## src/design/cts_defines.vh

```
`ifndef CTS_DEFINES_VH
`define CTS_DEFINES_VH
// ==========================================================
// register offsets
`define CTS_ADDR_TIMER_CTRL   8'h16
`define CTS_ADDR_BETA_CTRL    8'h17
`define CTS_ADDR_STATUS       8'h18
// ==========================================================
// reset values
`define CTS_RST_TIMER_CTRL    8'h95
`define CTS_RST_BETA_CTRL     8'h24
`define CTS_RST_STATUS        8'h10
`define CTS_RST_BAT_DETAIL    3'h7
// ==========================================================
// field positions, timer control
`define CTS_RES_SEL_BIT       7
`define CTS_DOUBLE_BIT        6
`define CTS_FAST_HI           5
`define CTS_FAST_LO           4
`define CTS_PREQ_HI           3
`define CTS_PREQ_LO           2
`define CTS_TOPOFF_HI         1
`define CTS_TOPOFF_LO         0
// field positions, beta control
`define CTS_BETA_HI           7
`define CTS_BETA_LO           5
`define CTS_THM_HI            2
`define CTS_THM_LO            0
// field positions, status
`define CTS_ATTACH_BIT        7
`define CTS_BATOK_BIT         6
`define CTS_VINOK_BIT         5
`define CTS_CHGOK_BIT         4
// ==========================================================
// timing and thermal threshold figures
`define CTS_FAST_BASE_HR      8'h03
`define CTS_FAST_STEP_HR      8'h02
`define CTS_PREQ_STEP_MIN     8'h0F
`define CTS_TOPOFF_STEP_DMIN  8'h40
`define CTS_THM_BASE_C        8'h50
`define CTS_THM_STEP_C        8'h05
`endif

```

## src/design/cts_charger_regs.v

```verilog
`timescale 1ns/100ps
// Summary of operation
// - bit 7 selects thermistor 100k or 10k
// - doubling bit doubles prequal and fast timers
// - fast timer field gives 3/5/7/9 hours
// - prequal field gives 15/30/45/60 minutes
// - topoff field gives 0/6.4/12.8/19.2 minutes
// - register 16h locked, 17h freely writable
// - beta field selects one of eight betas
// - thermal threshold 80 to 115 C, 5 C/step
// - status bit 7 shows battery attached
// - battery valid only for detail 001 to 101
// - input valid only when supply field 11
// - charger ok cleared by temp or timer fault
// - status read only, low nibble reads zero
// - detail battery state reported, 111 in reset
// - foldback flag when die above threshold
`include "cts_defines.vh"
module cts_charger_regs
#(
    parameter [6:0] SLAVE_ADDR = 7'h2A  // arbitrary bus address
)
(
    // clock and reset
    input  wire       ref_clk,
    input  wire       sys_rst,
    // i2c pins
    input  wire       sclIn,
    input  wire       sdaIn,
    output wire       sdaOut,
    output wire       sdaOe,
    // charger side status
    input  wire       chargerWriteLock,
    input  wire       batteryAttachedFlag,
    input  wire [2:0] batteryDetailIn,
    input  wire [1:0] inputSupplyState,
    input  wire [2:0] tempSenseDetailState,
    input  wire [1:0] safetyTimeoutState,
    input  wire [7:0] dieTempC,
    // control outputs
    output reg        thermistorResistanceSelect,
    output reg  [7:0] prequalTimeoutMin,
    output reg  [7:0] fastChargeTimeoutHr,
    output reg  [7:0] topoffDurationDmin,
    output reg  [2:0] thermistorBetaSelect,
    output reg  [7:0] thermalRegulationThresholdC,
    output reg        thermalFoldbackFlag,
    output reg  [2:0] batteryDetailState
);
    // ======================================================
    // state codes
    localparam [2:0] ST_IDLE  = 3'h0;  // waiting for start
    localparam [2:0] ST_ADDR  = 3'h1;  // address byte
    localparam [2:0] ST_AACK  = 3'h2;  // drive ack next fall
    localparam [2:0] ST_ACKH  = 3'h3;  // ack on the wire
    localparam [2:0] ST_RXB   = 3'h4;  // receiving a byte
    localparam [2:0] ST_TX    = 3'h5;  // sending a byte
    localparam [2:0] ST_TXEND = 3'h6;  // release before master ack
    localparam [2:0] ST_TXACK = 3'h7;  // sample master ack
    // ======================================================
    // registers
    reg  [2:0] sclSync_r;       // two sync stages plus history
    reg  [2:0] sdaSync_r;       // two sync stages plus history
    reg  [2:0] state_r;         // bus state
    reg  [2:0] bitCnt_r;        // bits in current byte
    reg  [7:0] rxShift_r;       // incoming byte
    reg  [7:0] txShift_r;       // outgoing byte
    reg  [7:0] pointer_r;       // register pointer
    reg        gotPointer_r;    // pointer byte received
    reg        readMode_r;      // direction of transfer
    reg        sdaOe_r;         // pull sda low
    reg        sdaOut_r;        // constant low drive level
    reg  [7:0] timerCtrl_r;     // register 16h
    reg  [7:0] betaCtrl_r;      // register 17h
    reg  [7:0] status_r;        // register 18h
    wire       sclRise  = sclSync_r[1] & ~sclSync_r[2];
    wire       sclFall  = ~sclSync_r[1] & sclSync_r[2];
    wire       busStart = sclSync_r[1] & sclSync_r[2] & sdaSync_r[2] & ~sdaSync_r[1];
    wire       busStop  = sclSync_r[1] & sclSync_r[2] & ~sdaSync_r[2] & sdaSync_r[1];
    wire [7:0] rxByte   = {rxShift_r[6:0], sdaSync_r[1]};
    assign sdaOut = sdaOut_r;
    assign sdaOe  = sdaOe_r;
    // ======================================================
    // read mux, unmapped addresses read zero
    function [7:0] readReg;
        input [7:0] addr;
        begin
            case (addr)
                `CTS_ADDR_TIMER_CTRL: readReg = timerCtrl_r;
                `CTS_ADDR_BETA_CTRL:  readReg = betaCtrl_r;
                `CTS_ADDR_STATUS:     readReg = status_r;
                default:              readReg = 8'h00;
            endcase
        end
    endfunction
    wire [7:0] readData = readReg(pointer_r);  // byte loaded at each read ack
    // ======================================================
    // pin synchronisers, only stage two and the history bit feed logic
    always @(posedge ref_clk)
    begin
        if (sys_rst)
        begin
            sclSync_r <= 3'h7;
            sdaSync_r <= 3'h7;
        end
        else
        begin
            sclSync_r <= {sclSync_r[1:0], sclIn};
            sdaSync_r <= {sdaSync_r[1:0], sdaIn};
        end
    end
    // ======================================================
    // i2c slave engine and register writes
    always @(posedge ref_clk)
    begin
        if (sys_rst)
        begin
            state_r      <= ST_IDLE;
            bitCnt_r     <= 3'h0;
            rxShift_r    <= 8'h00;
            txShift_r    <= 8'h00;
            pointer_r    <= 8'h00;
            gotPointer_r <= 1'b0;
            readMode_r   <= 1'b0;
            sdaOe_r      <= 1'b0;
            sdaOut_r     <= 1'b0;
            timerCtrl_r  <= `CTS_RST_TIMER_CTRL;
            betaCtrl_r   <= `CTS_RST_BETA_CTRL;
        end
        else if (busStop)  // stop ends everything, release the line
        begin
            state_r <= ST_IDLE;
            sdaOe_r <= 1'b0;
        end
        else if (busStart)  // repeated start keeps the pointer for reads
        begin
            state_r      <= ST_ADDR;
            bitCnt_r     <= 3'h0;
            gotPointer_r <= 1'b0;
            sdaOe_r      <= 1'b0;
        end
        else
        begin
            case (state_r)
                ST_IDLE: sdaOe_r <= 1'b0;  // line stays released until a start
                ST_ADDR:
                begin
                    if (sclRise)
                    begin
                        rxShift_r <= rxByte;
                        bitCnt_r  <= bitCnt_r + 3'h1;
                        if (bitCnt_r == 3'h7)  // foreign address: stay off the bus
                        begin
                            readMode_r <= rxByte[0];
                            state_r    <= (rxByte[7:1] == SLAVE_ADDR) ? ST_AACK : ST_IDLE;
                        end
                    end
                end
                ST_AACK:
                    if (sclFall)
                    begin
                        sdaOe_r <= 1'b1;
                        state_r <= ST_ACKH;
                    end
                ST_ACKH:
                begin
                    if (sclFall)
                    begin
                        bitCnt_r <= 3'h0;
                        if (readMode_r)  // first data bit goes out on this fall
                        begin
                            txShift_r <= readData;
                            sdaOe_r   <= ~readData[7];
                            pointer_r <= pointer_r + 8'h01;
                            state_r   <= ST_TX;
                        end
                        else
                        begin
                            sdaOe_r <= 1'b0;
                            state_r <= ST_RXB;
                        end
                    end
                end
                ST_RXB:
                begin
                    if (sclRise)
                    begin
                        rxShift_r <= rxByte;
                        bitCnt_r  <= bitCnt_r + 3'h1;
                        if (bitCnt_r == 3'h7)
                        begin
                            state_r <= ST_AACK;
                            if (!gotPointer_r)
                            begin
                                pointer_r    <= rxByte;
                                gotPointer_r <= 1'b1;
                            end
                            else
                            begin
                                pointer_r <= pointer_r + 8'h01;
                                // locked register keeps its value
                                if (pointer_r == `CTS_ADDR_TIMER_CTRL && !chargerWriteLock)
                                    timerCtrl_r <= rxByte;
                                if (pointer_r == `CTS_ADDR_BETA_CTRL)
                                    betaCtrl_r <= rxByte;
                                // status writes are acked and dropped
                            end
                        end
                    end
                end
                ST_TX:
                begin
                    if (sclFall)
                    begin
                        txShift_r <= {txShift_r[6:0], 1'b0};
                        sdaOe_r   <= ~txShift_r[6];
                    end
                    else if (sclRise)
                    begin
                        bitCnt_r <= bitCnt_r + 3'h1;
                        if (bitCnt_r == 3'h7)
                            state_r <= ST_TXEND;
                    end
                end
                ST_TXEND:
                    if (sclFall)
                    begin
                        sdaOe_r <= 1'b0;
                        state_r <= ST_TXACK;
                    end
                ST_TXACK:  // ack reloads next byte, nack ends the read
                    if (sclRise)
                        state_r <= sdaSync_r[1] ? ST_IDLE : ST_ACKH;
                default:
                begin
                    state_r <= ST_IDLE;
                    sdaOe_r <= 1'b0;
                end
            endcase
        end
    end
    // ======================================================
    // status register, rebuilt every cycle, low nibble zero
    always @(posedge ref_clk)
    begin
        if (sys_rst)
        begin
            status_r           <= `CTS_RST_STATUS;
            batteryDetailState <= `CTS_RST_BAT_DETAIL;
        end
        else
        begin
            status_r <= 8'h00;
            status_r[`CTS_ATTACH_BIT] <= batteryAttachedFlag;
            status_r[`CTS_BATOK_BIT]  <= (batteryDetailIn >= 3'h1) && (batteryDetailIn <= 3'h5);
            status_r[`CTS_VINOK_BIT]  <= (inputSupplyState == 2'h3);
            status_r[`CTS_CHGOK_BIT]  <= !((tempSenseDetailState == 3'h1) || (tempSenseDetailState == 3'h4)
                                         || (safetyTimeoutState != 2'h0));
            batteryDetailState <= batteryDetailIn;
        end
    end
    // ======================================================
    // decoded control outputs toward the charger core
    always @(posedge ref_clk)
    begin
        if (sys_rst)
        begin
            thermistorResistanceSelect  <= 1'b1;
            prequalTimeoutMin           <= 8'h00;
            fastChargeTimeoutHr         <= 8'h00;
            topoffDurationDmin          <= 8'h00;
            thermistorBetaSelect        <= 3'h1;
            thermalRegulationThresholdC <= 8'h00;
            thermalFoldbackFlag         <= 1'b0;
        end
        else
        begin
            // 1 means 10 kohm part, 0 means 100 kohm
            thermistorResistanceSelect <= timerCtrl_r[`CTS_RES_SEL_BIT];
            fastChargeTimeoutHr <= (`CTS_FAST_BASE_HR + `CTS_FAST_STEP_HR  // plain shift doubles, 18 h fits
                                   * {6'h00, timerCtrl_r[`CTS_FAST_HI:`CTS_FAST_LO]})
                                   << timerCtrl_r[`CTS_DOUBLE_BIT];
            prequalTimeoutMin   <= (`CTS_PREQ_STEP_MIN
                                   * ({6'h00, timerCtrl_r[`CTS_PREQ_HI:`CTS_PREQ_LO]} + 8'h01))
                                   << timerCtrl_r[`CTS_DOUBLE_BIT];
            topoffDurationDmin  <= `CTS_TOPOFF_STEP_DMIN  // tenths of a minute, never doubled
                                   * {6'h00, timerCtrl_r[`CTS_TOPOFF_HI:`CTS_TOPOFF_LO]};
            thermistorBetaSelect <= betaCtrl_r[`CTS_BETA_HI:`CTS_BETA_LO];
            thermalRegulationThresholdC <= `CTS_THM_BASE_C + `CTS_THM_STEP_C
                                           * {5'h00, betaCtrl_r[`CTS_THM_HI:`CTS_THM_LO]};
            // compares against the live threshold, one cycle late
            thermalFoldbackFlag <= (dieTempC > thermalRegulationThresholdC);
        end
    end
endmodule // cts_charger_regs

```

## config.mk

```make
export PLATFORM = sky130hd
export DESIGN_NAME = cts_charger_regs
export DESIGN_NICKNAME = d
export VERILOG_FILES = /design/src/design/cts_charger_regs.v
export VERILOG_INCLUDE_DIRS = /design/src /design/src/design
export SDC_FILE = /design/constraint.sdc
export NUM_CORES = 1
export LEC_CHECK = 0
export ABC_AREA = 0
export BUFFER_PORTS_ARGS = -buffer_cell sky130_fd_sc_hd__buf_2
export CAP_MARGIN = 20
export CORE_ASPECT_RATIO = 1.5
export CORE_MARGIN = 10
export CORE_UTILIZATION = 35
export CTS_CLUSTER_DIAMETER = 80
export DETAILED_ROUTE_END_ITERATION = 16
export PLACE_DENSITY = 0.53
export SLEW_MARGIN = 0
export SYNTH_ARGS = -nofsm -noshare
export SYNTH_HDL_FRONTEND = slang
export SYNTH_SLANG_ARGS = --single-unit
```

## constraint.sdc

```tcl
create_clock -name ref_clk -period 2.3 [get_ports ref_clk]
set_input_delay 0.23 -clock ref_clk [delete_from_list [all_inputs] [get_ports ref_clk]]
set_output_delay 0.23 -clock ref_clk [all_outputs]
set_load 0.05 [all_outputs]
```

# After elaboration in Yosys (flattened, before gate mapping)
# Index checks and enable logic that the tools add are counted.
# op_classes
bitwise_logic	15
n_mul	2
shift	2
reduce_logical	31
mux	42
n_eq_ne	39
order_cmp	3
add_sub_neg	5
# ops
op	count
two-way mux 3 bit	15
two-way mux 8 bit	5
!= test 3 bit (second input constant)	11
!= test 2 bit (second input constant)	13
equality test 8 x 5 -> 1 bit (second input constant)	3
one-hot mux 8 bit (3 select lines)	1
AND reduction 12 bit	2
two-way mux 7 bit	3
one-hot mux 3 bit (7 select lines)	1
AND reduction 7 bit	3
equality test 3 bit (second input constant)	6
one-hot mux 8 bit (2 select lines)	1
one-hot mux 7 bit (2 select lines)	1
AND reduction 4 bit	3
nonzero test 2 bit	6
two-way mux 1 bit	11
AND reduction 5 bit	2
one-hot mux 3 bit (3 select lines)	1
adder 7 x 6 -> 8 bit (first input constant)	1
adder 8 x 1 -> 8 bit (second input constant)	1
greater-than comparator 8 bit	1
inverter 1 bit	8
nonzero test 8 bit	1
left shift 4 x 1 -> 8 bit	1
25 further kinds	38
# word_totals
register_bits	101
word_cells	163
inputBits	24

# Logic depth before layout (Yosys ltp)
# Gate-level depths: netlist (run 1).
# logic_depth
depth_word	6
mapped_depth	8
mapped_depth_nobuf	8

# Worst setup path after synthesis (run 1)
# Ideal clock, no wire load.
# synth_timing
path_type	register to register
start	register timerCtrl_r[2]
end	register prequalTimeoutMin[4]
n_path_buf	0
t_arrival_ns	1.733
synth_period_minus_slack_ns	1.798
slack_ns	0.502
stages_incl_launch_ff	8
required_time_ns	2.235
setup_time_ns	0.065
cell_sequence	dfxtp_1 -> inv_1 -> ha_1 -> fa_1 -> xnor2_1 -> xnor2_1 -> mux2_2 -> nor2_1
# synth_via
elab_chain_len	3
# synth_lines
element	line	source
start, declared	cts_charger_regs.v:73	reg [7:0] timerCtrl_r;
start signal, assigned	cts_charger_regs.v:127	timerCtrl_r <= `CTS_RST_TIMER_CTRL;
start signal, assigned	cts_charger_regs.v:203	timerCtrl_r <= rxByte;
adder 2 x 1 -> 3 bit	cts_charger_regs.v:284	* ({6'h00, timerCtrl_r[`CTS_PREQ_HI:`CTS_PREQ_LO]} + 8'h01))
multiplier 4 x 3 -> 7 bit (no source line)	-	
left shift 7 x 1 -> 8 bit	cts_charger_regs.v:283	prequalTimeoutMin <= (`CTS_PREQ_STEP_MIN
end signal, assigned	cts_charger_regs.v:283	
end, declared	cts_charger_regs.v:42	output reg [7:0] prequalTimeoutMin,
# Every way passes these cells.
# A chain may end at the register's enable or synchronous reset.

# Worst setup path in the final report (run 1)
# layout_timing
start	register bitCnt_r[0]
end	register timerCtrl_r[1]
# layout_via
elab_chain_len	2
# layout_lines
element	line	source
start, declared	cts_charger_regs.v:65	reg [2:0] bitCnt_r;
start signal, assigned	cts_charger_regs.v:151	bitCnt_r <= bitCnt_r + 3'h1;
start signal, assigned	cts_charger_regs.v:189	bitCnt_r <= bitCnt_r + 3'h1;
start signal, assigned	cts_charger_regs.v:220	bitCnt_r <= bitCnt_r + 3'h1;
equality test 3 bit	cts_charger_regs.v:190	if (bitCnt_r == 3'h7)
AND reduction 7 bit (no source line)	-	
# Every way passes these cells.

==> impl_results.md, run 1 <==
* Total Neg Setup Slack at 0 ns
* Final ANT Viol Nets at 0
* Ant diodes at 0
* Maximum VDD drop at approximately 0.35 mV
* P_leak at 2.02 nW
* Mapped cell area at between 4000 and 5000 um2
* Die span in y at around 150 um
* Wire length per cell at 15.7 um
* Final slew viol count at 0
* Vias in the first global route at between 3000 and 4000
* Starting Density at 0.355
* Initial drt markers at 158
* Final hold vios at 0
* Worst Path Buf+Inv at 1
* Root Driver: clkbuf_16
* Finished Core Util at 0.412
* R2r worst-path depth at 7
* Final setup violation count at 0
* Cell depth of the worst setup path at 7
* Dominant synthesized flop cell: dfxtp_1
* Worst-Margin Slew at between 0.6 and 0.7 ns
* WP data required at about 2.6 ns
* Reg2reg end: timerCtrl_r[1]
* Io pins at 66
* R2R setup slack at 0.25 ns
* Rows at between 40 and 50
* Clk sink count at 88
* CP startpoint: bitCnt_r[0]
* R2r startpoint: bitCnt_r[0]
* Bufs on Longest Clock Path at 2
* Gr usage total at 0.130
* GPL Wtd Cong at 0.830
* H-tree levels at 3
* CP max-delay cell: nor3_4
* Worst-Skew Late Latency at between 0.3 and 0.4 ns
* Crit path kind: register to register
* Register bit total from synthesis at roughly 90
* Crit. End Element: register
* PortBufs at 55
* FFs w/ async S/R, synth at 0
* Avg Inst Size Synth at approximately 9 um2
* Num CTS Buffers at 9
* First-pass GRT wire length at about 17 mm
* Tmin final at ~2 ns
* Vias after detailed routing at about 3400
* Synth Instances at between 400 and 500
* Delay-heaviest family, CP: simple AND/OR/NAND/NOR gates
* Finished Cell Area at ~4900 um2
* Worst Path Max Fanout at 9
* Worst setup path endpoint: timerCtrl_r[1]
* Sequential standard cell area at approximately 1800 um2
* CTS resizes at 0
* Worst EP arrival at 2.32 ns
* Clock-pin slew of the registers on the worst-case setup and hold paths at 0.06 ns
* Largest net degree at the start of global routing at 38
* RSZ-0062 raised after global routing: no
* DP HPWL at 8.10 mm
* Slew HR at 0.598
* Total Die Area at between 15000 and 20000 um2
* CP Cell Sequence: ha_1 -> ha_1 -> and4bb_4 -> nand4_1 -> nor3_4 -> buf_4 -> mux2i_1
* Synth warn at 0
* DRC errors left at 0
* Netlist cell types at 68
* Clock skew at around 0.0062 ns
* Outcome: complete, no violations
* Startpoint type of the worst setup path: register
* Hold slack at roughly 0.07 ns
* Final nets at 571
* Global route total overflow at 0
* Initial antenna violation count at 0
* CTS tree: yes
* Post-CTS Setup Inserts at 0
* Die W at between 100 and 150 um
* Drt pass-1 iters at 4
* Seq/Total Area, Yosys at 0.415
* Core area at 12000 um2
* CTS Hold Bufs at 0
* Worst path max stage delay at about 0.4 ns
* Via/cell ratio at approximately 5
* Share of cells above drive strength 1 at 0.216
* HP Class: primary input to register
* Fmax at ~500 MHz
* P&R area growth vs syn at 16.0%
* Placed Area at between 4000 and 5000 um2
* Multi-input logic area at 2210 um2
* Pwr Density at about 650 nW/um2
* Max-cap violations at 0
* Final WL at 10.6 mm
* Number of synthesized flops with an enable pin at 0
* Final Cycle Share at 0.892
* CP most frequent cell: ha_1
* # fillers at between 1000 and 1500
-- stage by stage --
stage / worst slack [ns] / std cells / total power [mW]
after floorplan: 0.502 / 478 / 1.77
after global placement: 0.350 / 665 / 1.82
after detailed placement: 0.255 / 665 / 1.83
after CTS: 0.240 / 680 / 3.26
after global routing: 0.0886 / 680 / 3.35
final: 0.248 / 680 / 3.22
-- where the power goes --
part	internal, mW	switching [mW]
clock network	0.835	0.595
registers	1.55	0.0140
logic	0.0627	0.165
total	2.45	0.773
-- worst min-delay path by stage --
stage / start / to / depth (start not counted)
after floorplan: batteryDetailIn[1] / status_r[6] / 1
after global placement: sdaSync_r[0] / sdaSync_r[1] / 1
after detailed placement: sdaSync_r[0] / sdaSync_r[1] / 1
after CTS: sdaIn / sdaSync_r[0] / 2
after global routing: sdaIn / sdaSync_r[0] / 2
final: sdaIn / sdaSync_r[0] / 2
-- cells in the mapped netlist, types with 5 or more instances --
cell / n / area share
inv_1: 23 / 0.020
nor2b_1: 14 / 0.021
clkbuf_1: 12 / 0.011
mux2i_1: 19 / 0.045
or2_2: 11 / 0.016
o21ai_0: 21 / 0.025
nand2_1: 36 / 0.032
nor2_1: 39 / 0.034
ha_1: 23 / 0.068
a21oi_1: 42 / 0.050
nand3_1: 8 / 0.0094
a211oi_1: 8 / 0.014
buf_2: 5 / 0.0059
nor3b_1: 5 / 0.0088
o31ai_1: 5 / 0.0088
buf_4: 13 / 0.023
nor3_1: 12 / 0.014
dfxtp_1: 88 / 0.42
-- cells by family (layout without fill, tap and decap cells) --
logic type	count (synthesis)	in the layout	share of synthesized area
simple gates	159	159	0.206
buf+inv	59	108	0.0722
flops	88	88	0.415
compound gates	112	112	0.174
fa+ha+maj	24	24	0.0725
other cells	2	11	0.00177
mux	21	21	0.0501
xor+xnor	4	4	0.00825
-- cell usage in the layout (no fill, tap or decap), drive strengths merged, types with 2 or more instances in the layout --
cell type	count
dfxtp	88
buf	70
a21oi	42
nor2	41
nand2	38
o21ai	25
inv	23
ha	23
mux2i	19
nor2b	14
nor3	14
or2	12
conb	11
clkbuf	10
nand3	9
a211oi	9
o31ai	5
nor3b	5
a32oi	4
and3	4
xnor2	4
a22oi	4
a22o	4
nand4	4
nand2b	3
a31oi	3
a21o	3
and3b	3
nor4b	3
a221oi	3
mux2	2
nor4	2
o21a	2
clkinvlp	2
clkinv	2
-- worst register-to-register path, cell delays in order, from the launching register on --
cell and delay (ns):
dfxtp_1 0.35, ha_1 0.15, ha_1 0.21, and4bb_4 0.30, nand4_1 0.19, nor3_4 0.40
buf_4 0.22, mux2i_1 0.16
-- state kept, by name, indices dropped and copies added, names as in the netlist, 4 cells and up --
name,flops
status_r,4
timerCtrl_r,8
pointer_r,8
prequalTimeoutMin,8
fastChargeTimeoutHr,5
txShift_r,7
betaCtrl_r,8
thermalRegulationThresholdC,8
rxShift_r,7
-- metal layers --
| layer | vias to the layer above | wire, um | global-route usage |
|---|---|---|---|
| li1 | 1729 | - | - |
| met1 | 1607 | 4100 | 0.134 |
| met2 | 75 | 5720 | 0.238 |
| met3 | 17 | 554 | 0.0289 |
| met4 | 0 | 272 | 0.0585 |
| met5 | - | 0 | 0 |
-- cell type report --
class	instances	area share
Clock inverter	5	0.0119
Inverter	23	0.0175
Multi-Input combinational cell	331	0.449
Timing Repair Buffer	70	0.0788
Tap cell	153	0.0389
Sequential cell	88	0.358
Clock buffer	10	0.0465
No activity file was read; power rests on OpenSTA's default activity.
==> run 2, diff against run 1 <==
CORE_MARGIN = unset   (was 10)
==> impl_results.md, run 2 (synthesis results as in run 1) <==
* Outcome: complete, no violations (unchanged)
* Worst setup path endpoint: pointer_r[1] (was timerCtrl_r[1])
* # fillers at 1165 (was 1214)
* Startpoint type of the worst setup path: register (unchanged)
* Final slew viol count at 0 (unchanged)
* Worst path max stage delay at 0.40 ns (about the same)
* Rows at 48 (was 49)
* Worst EP arrival at 2.33 ns (was 2.32 ns)
* Total Neg Setup Slack at 0 ns (unchanged)
* CP startpoint: bitCnt_r[0] (unchanged)
* Worst Path Buf+Inv at 1 (unchanged)
* Post-CTS Setup Inserts at 0 (unchanged)
* Slew HR at 0.600 (was 0.598)
* Vias after detailed routing at 3394 (was 3428)
* Crit path kind: register to register (unchanged)
* Bufs on Longest Clock Path at 2 (unchanged)
* Cell depth of the worst setup path at 8 (was 7)
* Dpl cells at 663 (was 665)
* CP Cell Sequence: ha_1 -> ha_1 -> and4bb_4 -> nand2_4 -> a221oi_4 -> buf_4 -> nor2_2 -> a311oi_2 (was ha_1 -> ha_1 -> and4bb_4 -> nand4_1 -> nor3_4 -> buf_4 -> mux2i_1)
* Final Cycle Share at 0.898 (was 0.892)
* Fmax at 484 MHz (was 487 MHz)
* Commonest cells after routing, fill and taps aside: dfxtp_1, buf_2, a21oi_1 (unchanged)
* Final setup violation count at 0 (unchanged)
* Die W at 91.9 um (was 110 um)
* P&R area growth vs syn at 16.4% (was 16.0%)
* Worst-Skew Late Latency at 0.34 ns (about the same)
* Maximum VDD drop at 0.336 mV (was 0.351 mV)
* Io pins at 66 (unchanged)
* R2r startpoint: bitCnt_r[0] (unchanged)
* CP most frequent cell: ha_1 (unchanged)
* Tmin final at 2.06 ns (was 2.05 ns)
* P_leak at 2.02 nW (about the same)
* DRC errors left at 0 (unchanged)
* GPL Wtd Cong at 0.877 (was 0.830)
* Global route total overflow at 0 (unchanged)
* Sequential standard cell area at 1760 um2 (unchanged)
* Die span in y at 137 um (was 155 um)
* Final Non-Filler Cells at 679 (was 680)
* R2R setup slack at 0.24 ns (was 0.25 ns)
* HP Class: primary input to register (unchanged)
* Largest net degree at the start of global routing at 25 (was 38)
* Core area at 11700 um2 (was 12000 um2)
* CTS tree: yes (unchanged)
* DP HPWL at 7.39 mm (was 8.10 mm)
* Clk sink count at 88 (unchanged)
* Wire length per cell at 14.7 um (was 15.7 um)
* Final hold vios at 0 (unchanged)
* Gr usage total at 0.169 (was 0.130)
* Hold Path Cell Cnt at 2 (unchanged)
* First-pass GRT wire length at 16.3 mm (was 17.5 mm)
* Ant diodes at 0 (unchanged)
* Pwr Density at 662 nW/um2 (was 654 nW/um2)
* PortBufs at 55 (unchanged)
* Root Driver: clkbuf_16 (unchanged)
* Multi-input logic area at 2210 um2 (unchanged)
* CTS resizes at 0 (unchanged)
* CP max-delay cell: a221oi_4 (was nor3_4)
* Clock-pin slew of the registers on the worst-case setup and hold paths at 0.06 ns (about the same)
* H-tree levels at 3 (unchanged)
* RSZ-0062 raised after global routing: no (unchanged)
* Vias in the first global route at 3380 (was 3415)
* Placed Area at 4640 um2 (about the same)
* Via/cell ratio at 5.00 (was 5.04)
* Final WL at 9.95 mm (was 10.6 mm)
* Max-cap violations at 0 (unchanged)
* Worst-Margin Slew at 0.598 ns (was 0.602 ns)
* Initial drt markers at 83 (was 158)
* CTS Hold Bufs at 0 (unchanged)
* Most common cell after layout, fill and taps aside: dfxtp_1 (unchanged)
* Finished Cell Area at 4940 um2 (was 4920 um2)
* Clock skew at 0.00706 ns (was 0.00619 ns)
* R2r worst-path depth at 8 (was 7)
* Total Die Area at 12600 um2 (was 17000 um2)
* Final ANT Viol Nets at 0 (unchanged)
* Reg2reg end: pointer_r[1] (was timerCtrl_r[1])
* Hold slack at 0.0650 ns (was 0.0680 ns)
* Worst Path Max Fanout at 7 (was 9)
* Starting Density at 0.364 (was 0.355)
* Delay-heaviest family, CP: compound AO/OA/AOI/OAI gates (was simple AND/OR/NAND/NOR gates)
* Num CTS Buffers at 9 (unchanged)
* Final nets at 572 (was 571)
* Drt pass-1 iters at 4 (unchanged)
* WP data required at 2.56 ns (was 2.57 ns)
* Initial antenna violation count at 0 (unchanged)
* Crit. End Element: register (unchanged)
* Share of cells above drive strength 1 at 0.217 (was 0.216)
* Finished Core Util at 0.424 (was 0.412)
run 2: layout make-up:
class / count / share of cell area
Multi-Input combinational cell: 331 / 0.447
Tap cell: 150 / 0.0380
Clock buffer: 12 / 0.0499
Clock inverter: 4 / 0.0109
Inverter: 23 / 0.0175
Timing Repair Buffer: 71 / 0.0800
Sequential cell: 88 / 0.357
run 2: metrics by stage:
stage / setup WS [ns] / power [mW]
global route: 0.0798 / 3.39
floorplan: 0.502 / 1.77
detailed placement: 0.241 / 1.82
CTS: 0.230 / 3.30
finish: 0.235 / 3.27
global placement: 0.287 / 1.82
run 2: worst min-delay path by stage:
stage / start / to
after detailed placement: sclSync_r[0] / sclSync_r[1]
after global placement: sclSync_r[0] / sclSync_r[1]
after CTS: safetyTimeoutState[1] / status_r[4]
after global routing: sclIn / sclSync_r[0]
after floorplan: batteryDetailIn[1] / status_r[6]
final: safetyTimeoutState[1] / status_r[4]
run 2: report_power, final:
part           internal [mW]  leakage (nW)  switching [mW]  total, mW
combinational         0.0647          1.17           0.165      0.229
sequential              1.55         0.716          0.0119       1.56
clock                  0.874         0.139           0.607       1.48
total                   2.49          2.02           0.783       3.27
run 2: metal layers:
metal / wire [um] / global-route usage / share of wire / vias up
li1: - / - / - / 1728
met1: 4110 / 0.179 / 0.41 / 1570
met2: 5180 / 0.309 / 0.52 / 77
met3: 343 / 0.0411 / 0.034 / 19
met4: 318 / 0.0825 / 0.032 / 0
met5: 0 / 0 / 0 / -
==> run 3, diff against run 2 <==
ABC_CLOCK_PERIOD_IN_PS = 2300   (was unset)
CORE_ASPECT_RATIO = 0.9   (was 1.5)
REMOVE_ABC_BUFFERS = 1   (was unset)
==> impl_results.md, run 3 (synthesis results as in run 1) <==
* Sequential standard cell area at 1760 um2 (unchanged)
* Pwr Density at 672 nW/um2 (was 662 nW/um2)
* Outcome: complete, no violations (unchanged)
* Rows at 37 (was 48)
* Die span in y at 106 um (was 137 um)
* Multi-input logic area at 2210 um2 (unchanged)
* Drt pass-1 iters at 4 (unchanged)
* Crit path kind: register to register (unchanged)
* Ant diodes at 0 (unchanged)
* WP data required at 2.57 ns (was 2.56 ns)
* Total Neg Setup Slack at 0 ns (unchanged)
* GPL Wtd Cong at 0.832 (was 0.877)
* Setup ws final at 0.264 ns (was 0.235 ns)
* Max-cap violations at 0 (unchanged)
* Initial drt markers at 171 (was 83)
* Initial antenna violation count at 0 (unchanged)
* Largest net degree at the start of global routing at 33 (was 25)
* Gr usage total at 0.168 (was 0.169)
* Final setup violation count at 0 (unchanged)
* Startpoint type of the worst setup path: register (unchanged)
* Worst Path Buf+Inv at 1 (unchanged)
* Slew HR at 0.580 (was 0.600)
* Worst-Margin Slew at 0.628 ns (was 0.598 ns)
* Final Cycle Share at 0.885 (was 0.898)
* Worst EP arrival at 2.31 ns (was 2.33 ns)
* CTS resizes at 0 (unchanged)
* Total Die Area at 12600 um2 (about the same)
* Core area at 11600 um2 (was 11700 um2)
* Share of cells above drive strength 1 at 0.223 (was 0.217)
* Maximum VDD drop at 0.416 mV (was 0.336 mV)
* Num CTS Buffers at 9 (unchanged)
* CP Cell Sequence: ha_1 -> ha_1 -> and4bb_4 -> nand4_1 -> nor3_4 -> buf_4 -> nor3_1 -> a21oi_1 (was ha_1 -> ha_1 -> and4bb_4 -> nand2_4 -> a221oi_4 -> buf_4 -> nor2_2 -> a311oi_2)
* Worst-Skew Late Latency at 0.34 ns (about the same)
* Worst path max stage delay at 0.42 ns (was 0.40 ns)
* Io pins at 66 (unchanged)
* Root Driver: clkbuf_16 (unchanged)
* Fmax at 491 MHz (was 484 MHz)
* CP max-delay cell: nor3_4 (was a221oi_4)
* CTS tree: yes (unchanged)
* Global route total overflow at 0 (unchanged)
* Clock skew at 0.00573 ns (was 0.00706 ns)
* Wire length per cell at 14.6 um (was 14.7 um)
* Tmin final at 2.04 ns (was 2.06 ns)
* Clock-pin slew of the registers on the worst-case setup and hold paths at 0.06 ns (about the same)
* CP most frequent cell: ha_1 (unchanged)
* Commonest cells after routing, fill and taps aside: dfxtp_1, buf_2, a21oi_1 (unchanged)
* H-tree levels at 3 (unchanged)
* Worst Path Max Fanout at 9 (was 7)
* Clk sink count at 88 (unchanged)
* RSZ-0062 raised after global routing: no (unchanged)
* # fillers at 1174 (was 1165)
* Pre-CTS WS at 0.272 ns (was 0.241 ns)
* Vias after detailed routing at 3438 (was 3394)
* CTS Hold Bufs at 0 (unchanged)
* Bufs on Longest Clock Path at 2 (unchanged)
* PortBufs at 55 (unchanged)
* Final hold vios at 0 (unchanged)
* Crit. End Element: register (unchanged)
* Most common cell after layout, fill and taps aside: dfxtp_1 (unchanged)
* DP HPWL at 7.28 mm (was 7.39 mm)
* Die W at 118 um (was 91.9 um)
* Vias in the first global route at 3267 (was 3380)
* Post-CTS Setup Inserts at 0 (unchanged)
* DRC errors left at 0 (unchanged)
* Final WL at 10.0 mm (was 9.95 mm)
* P_leak at 2.05 nW (was 2.02 nW)
* First-pass GRT wire length at 16.8 mm (was 16.3 mm)
* Via/cell ratio at 5.01 (was 5.00)
* Final ANT Viol Nets at 0 (unchanged)
* Starting Density at 0.365 (was 0.364)
* Final nets at 574 (was 572)
* P&R area growth vs syn at 17.4% (was 16.4%)
* Final slew viol count at 0 (unchanged)
* Delay-heaviest family, CP: simple AND/OR/NAND/NOR gates (was compound AO/OA/AOI/OAI gates)
* Finished Core Util at 0.429 (was 0.424)
* HP Class: primary input to register (unchanged)
run 3: layer usage:
metal / global-route usage / wire [um] / up-vias
li1: - / - / 1736
met2: 0.250 / 4350 / 83
met4: 0.0577 / 162 / 0
met5: 0 / 0 / -
met1: 0.237 / 5040 / 1605
met3: 0.0397 / 447 / 14
run 3: worst register-to-register path: cells and delay by family (launching register included):
kind	cells	cell delay (ns)
adders and majority gates	2	0.36
buffers and inverters	1	0.21
DFF	1	0.34
and+or+nand+nor	4	0.95
AOI/OAI and AO/OA	1	0.11
run 3: final timing paths:
kind | end | cells past startpoint | startpoint | slack (ns)
hold reg to reg | sdaSync_r[1] | 1 | sdaSync_r[0] | 0.41
setup reg to reg | timerCtrl_r[4] | 8 | bitCnt_r[0] | 0.26
hold / removal | status_r[4] | 2 | safetyTimeoutState[1] | 0.07
setup / recovery | timerCtrl_r[4] | 8 | bitCnt_r[0] | 0.26
run 3: where the power goes:
part / internal (mW) / leakage (nW) / switching, mW / total (mW)
clock: 0.974 / 0.155 / 0.586 / 1.56
sequential: 1.55 / 0.716 / 0.0122 / 1.56
combinational: 0.0650 / 1.18 / 0.166 / 0.231
run 3: cell type report:
type | instances | share of cell area
clock inverters | 5 | 0.0163
clock buffers | 10 | 0.0480
inverters | 23 | 0.0173
multi-input cells | 331 | 0.443
flip-flops and latches | 88 | 0.354
well taps | 156 | 0.0392
repair buffers | 73 | 0.0824
run 3: per-stage QoR:
stage | cells | power, mW | hold slack, ns | instance area [um2]
after CTS | 686 | 3.40 | 0.0616 | 4980
after global placement | 671 | 1.82 | 0.396 | 4660
after floorplan | 442 | 1.74 | 0.295 | 4060
after detailed placement | 671 | 1.83 | 0.397 | 4660
after global routing | 686 | 3.48 | 0.0729 | 4980
final | 686 | 3.35 | 0.0719 | 4980
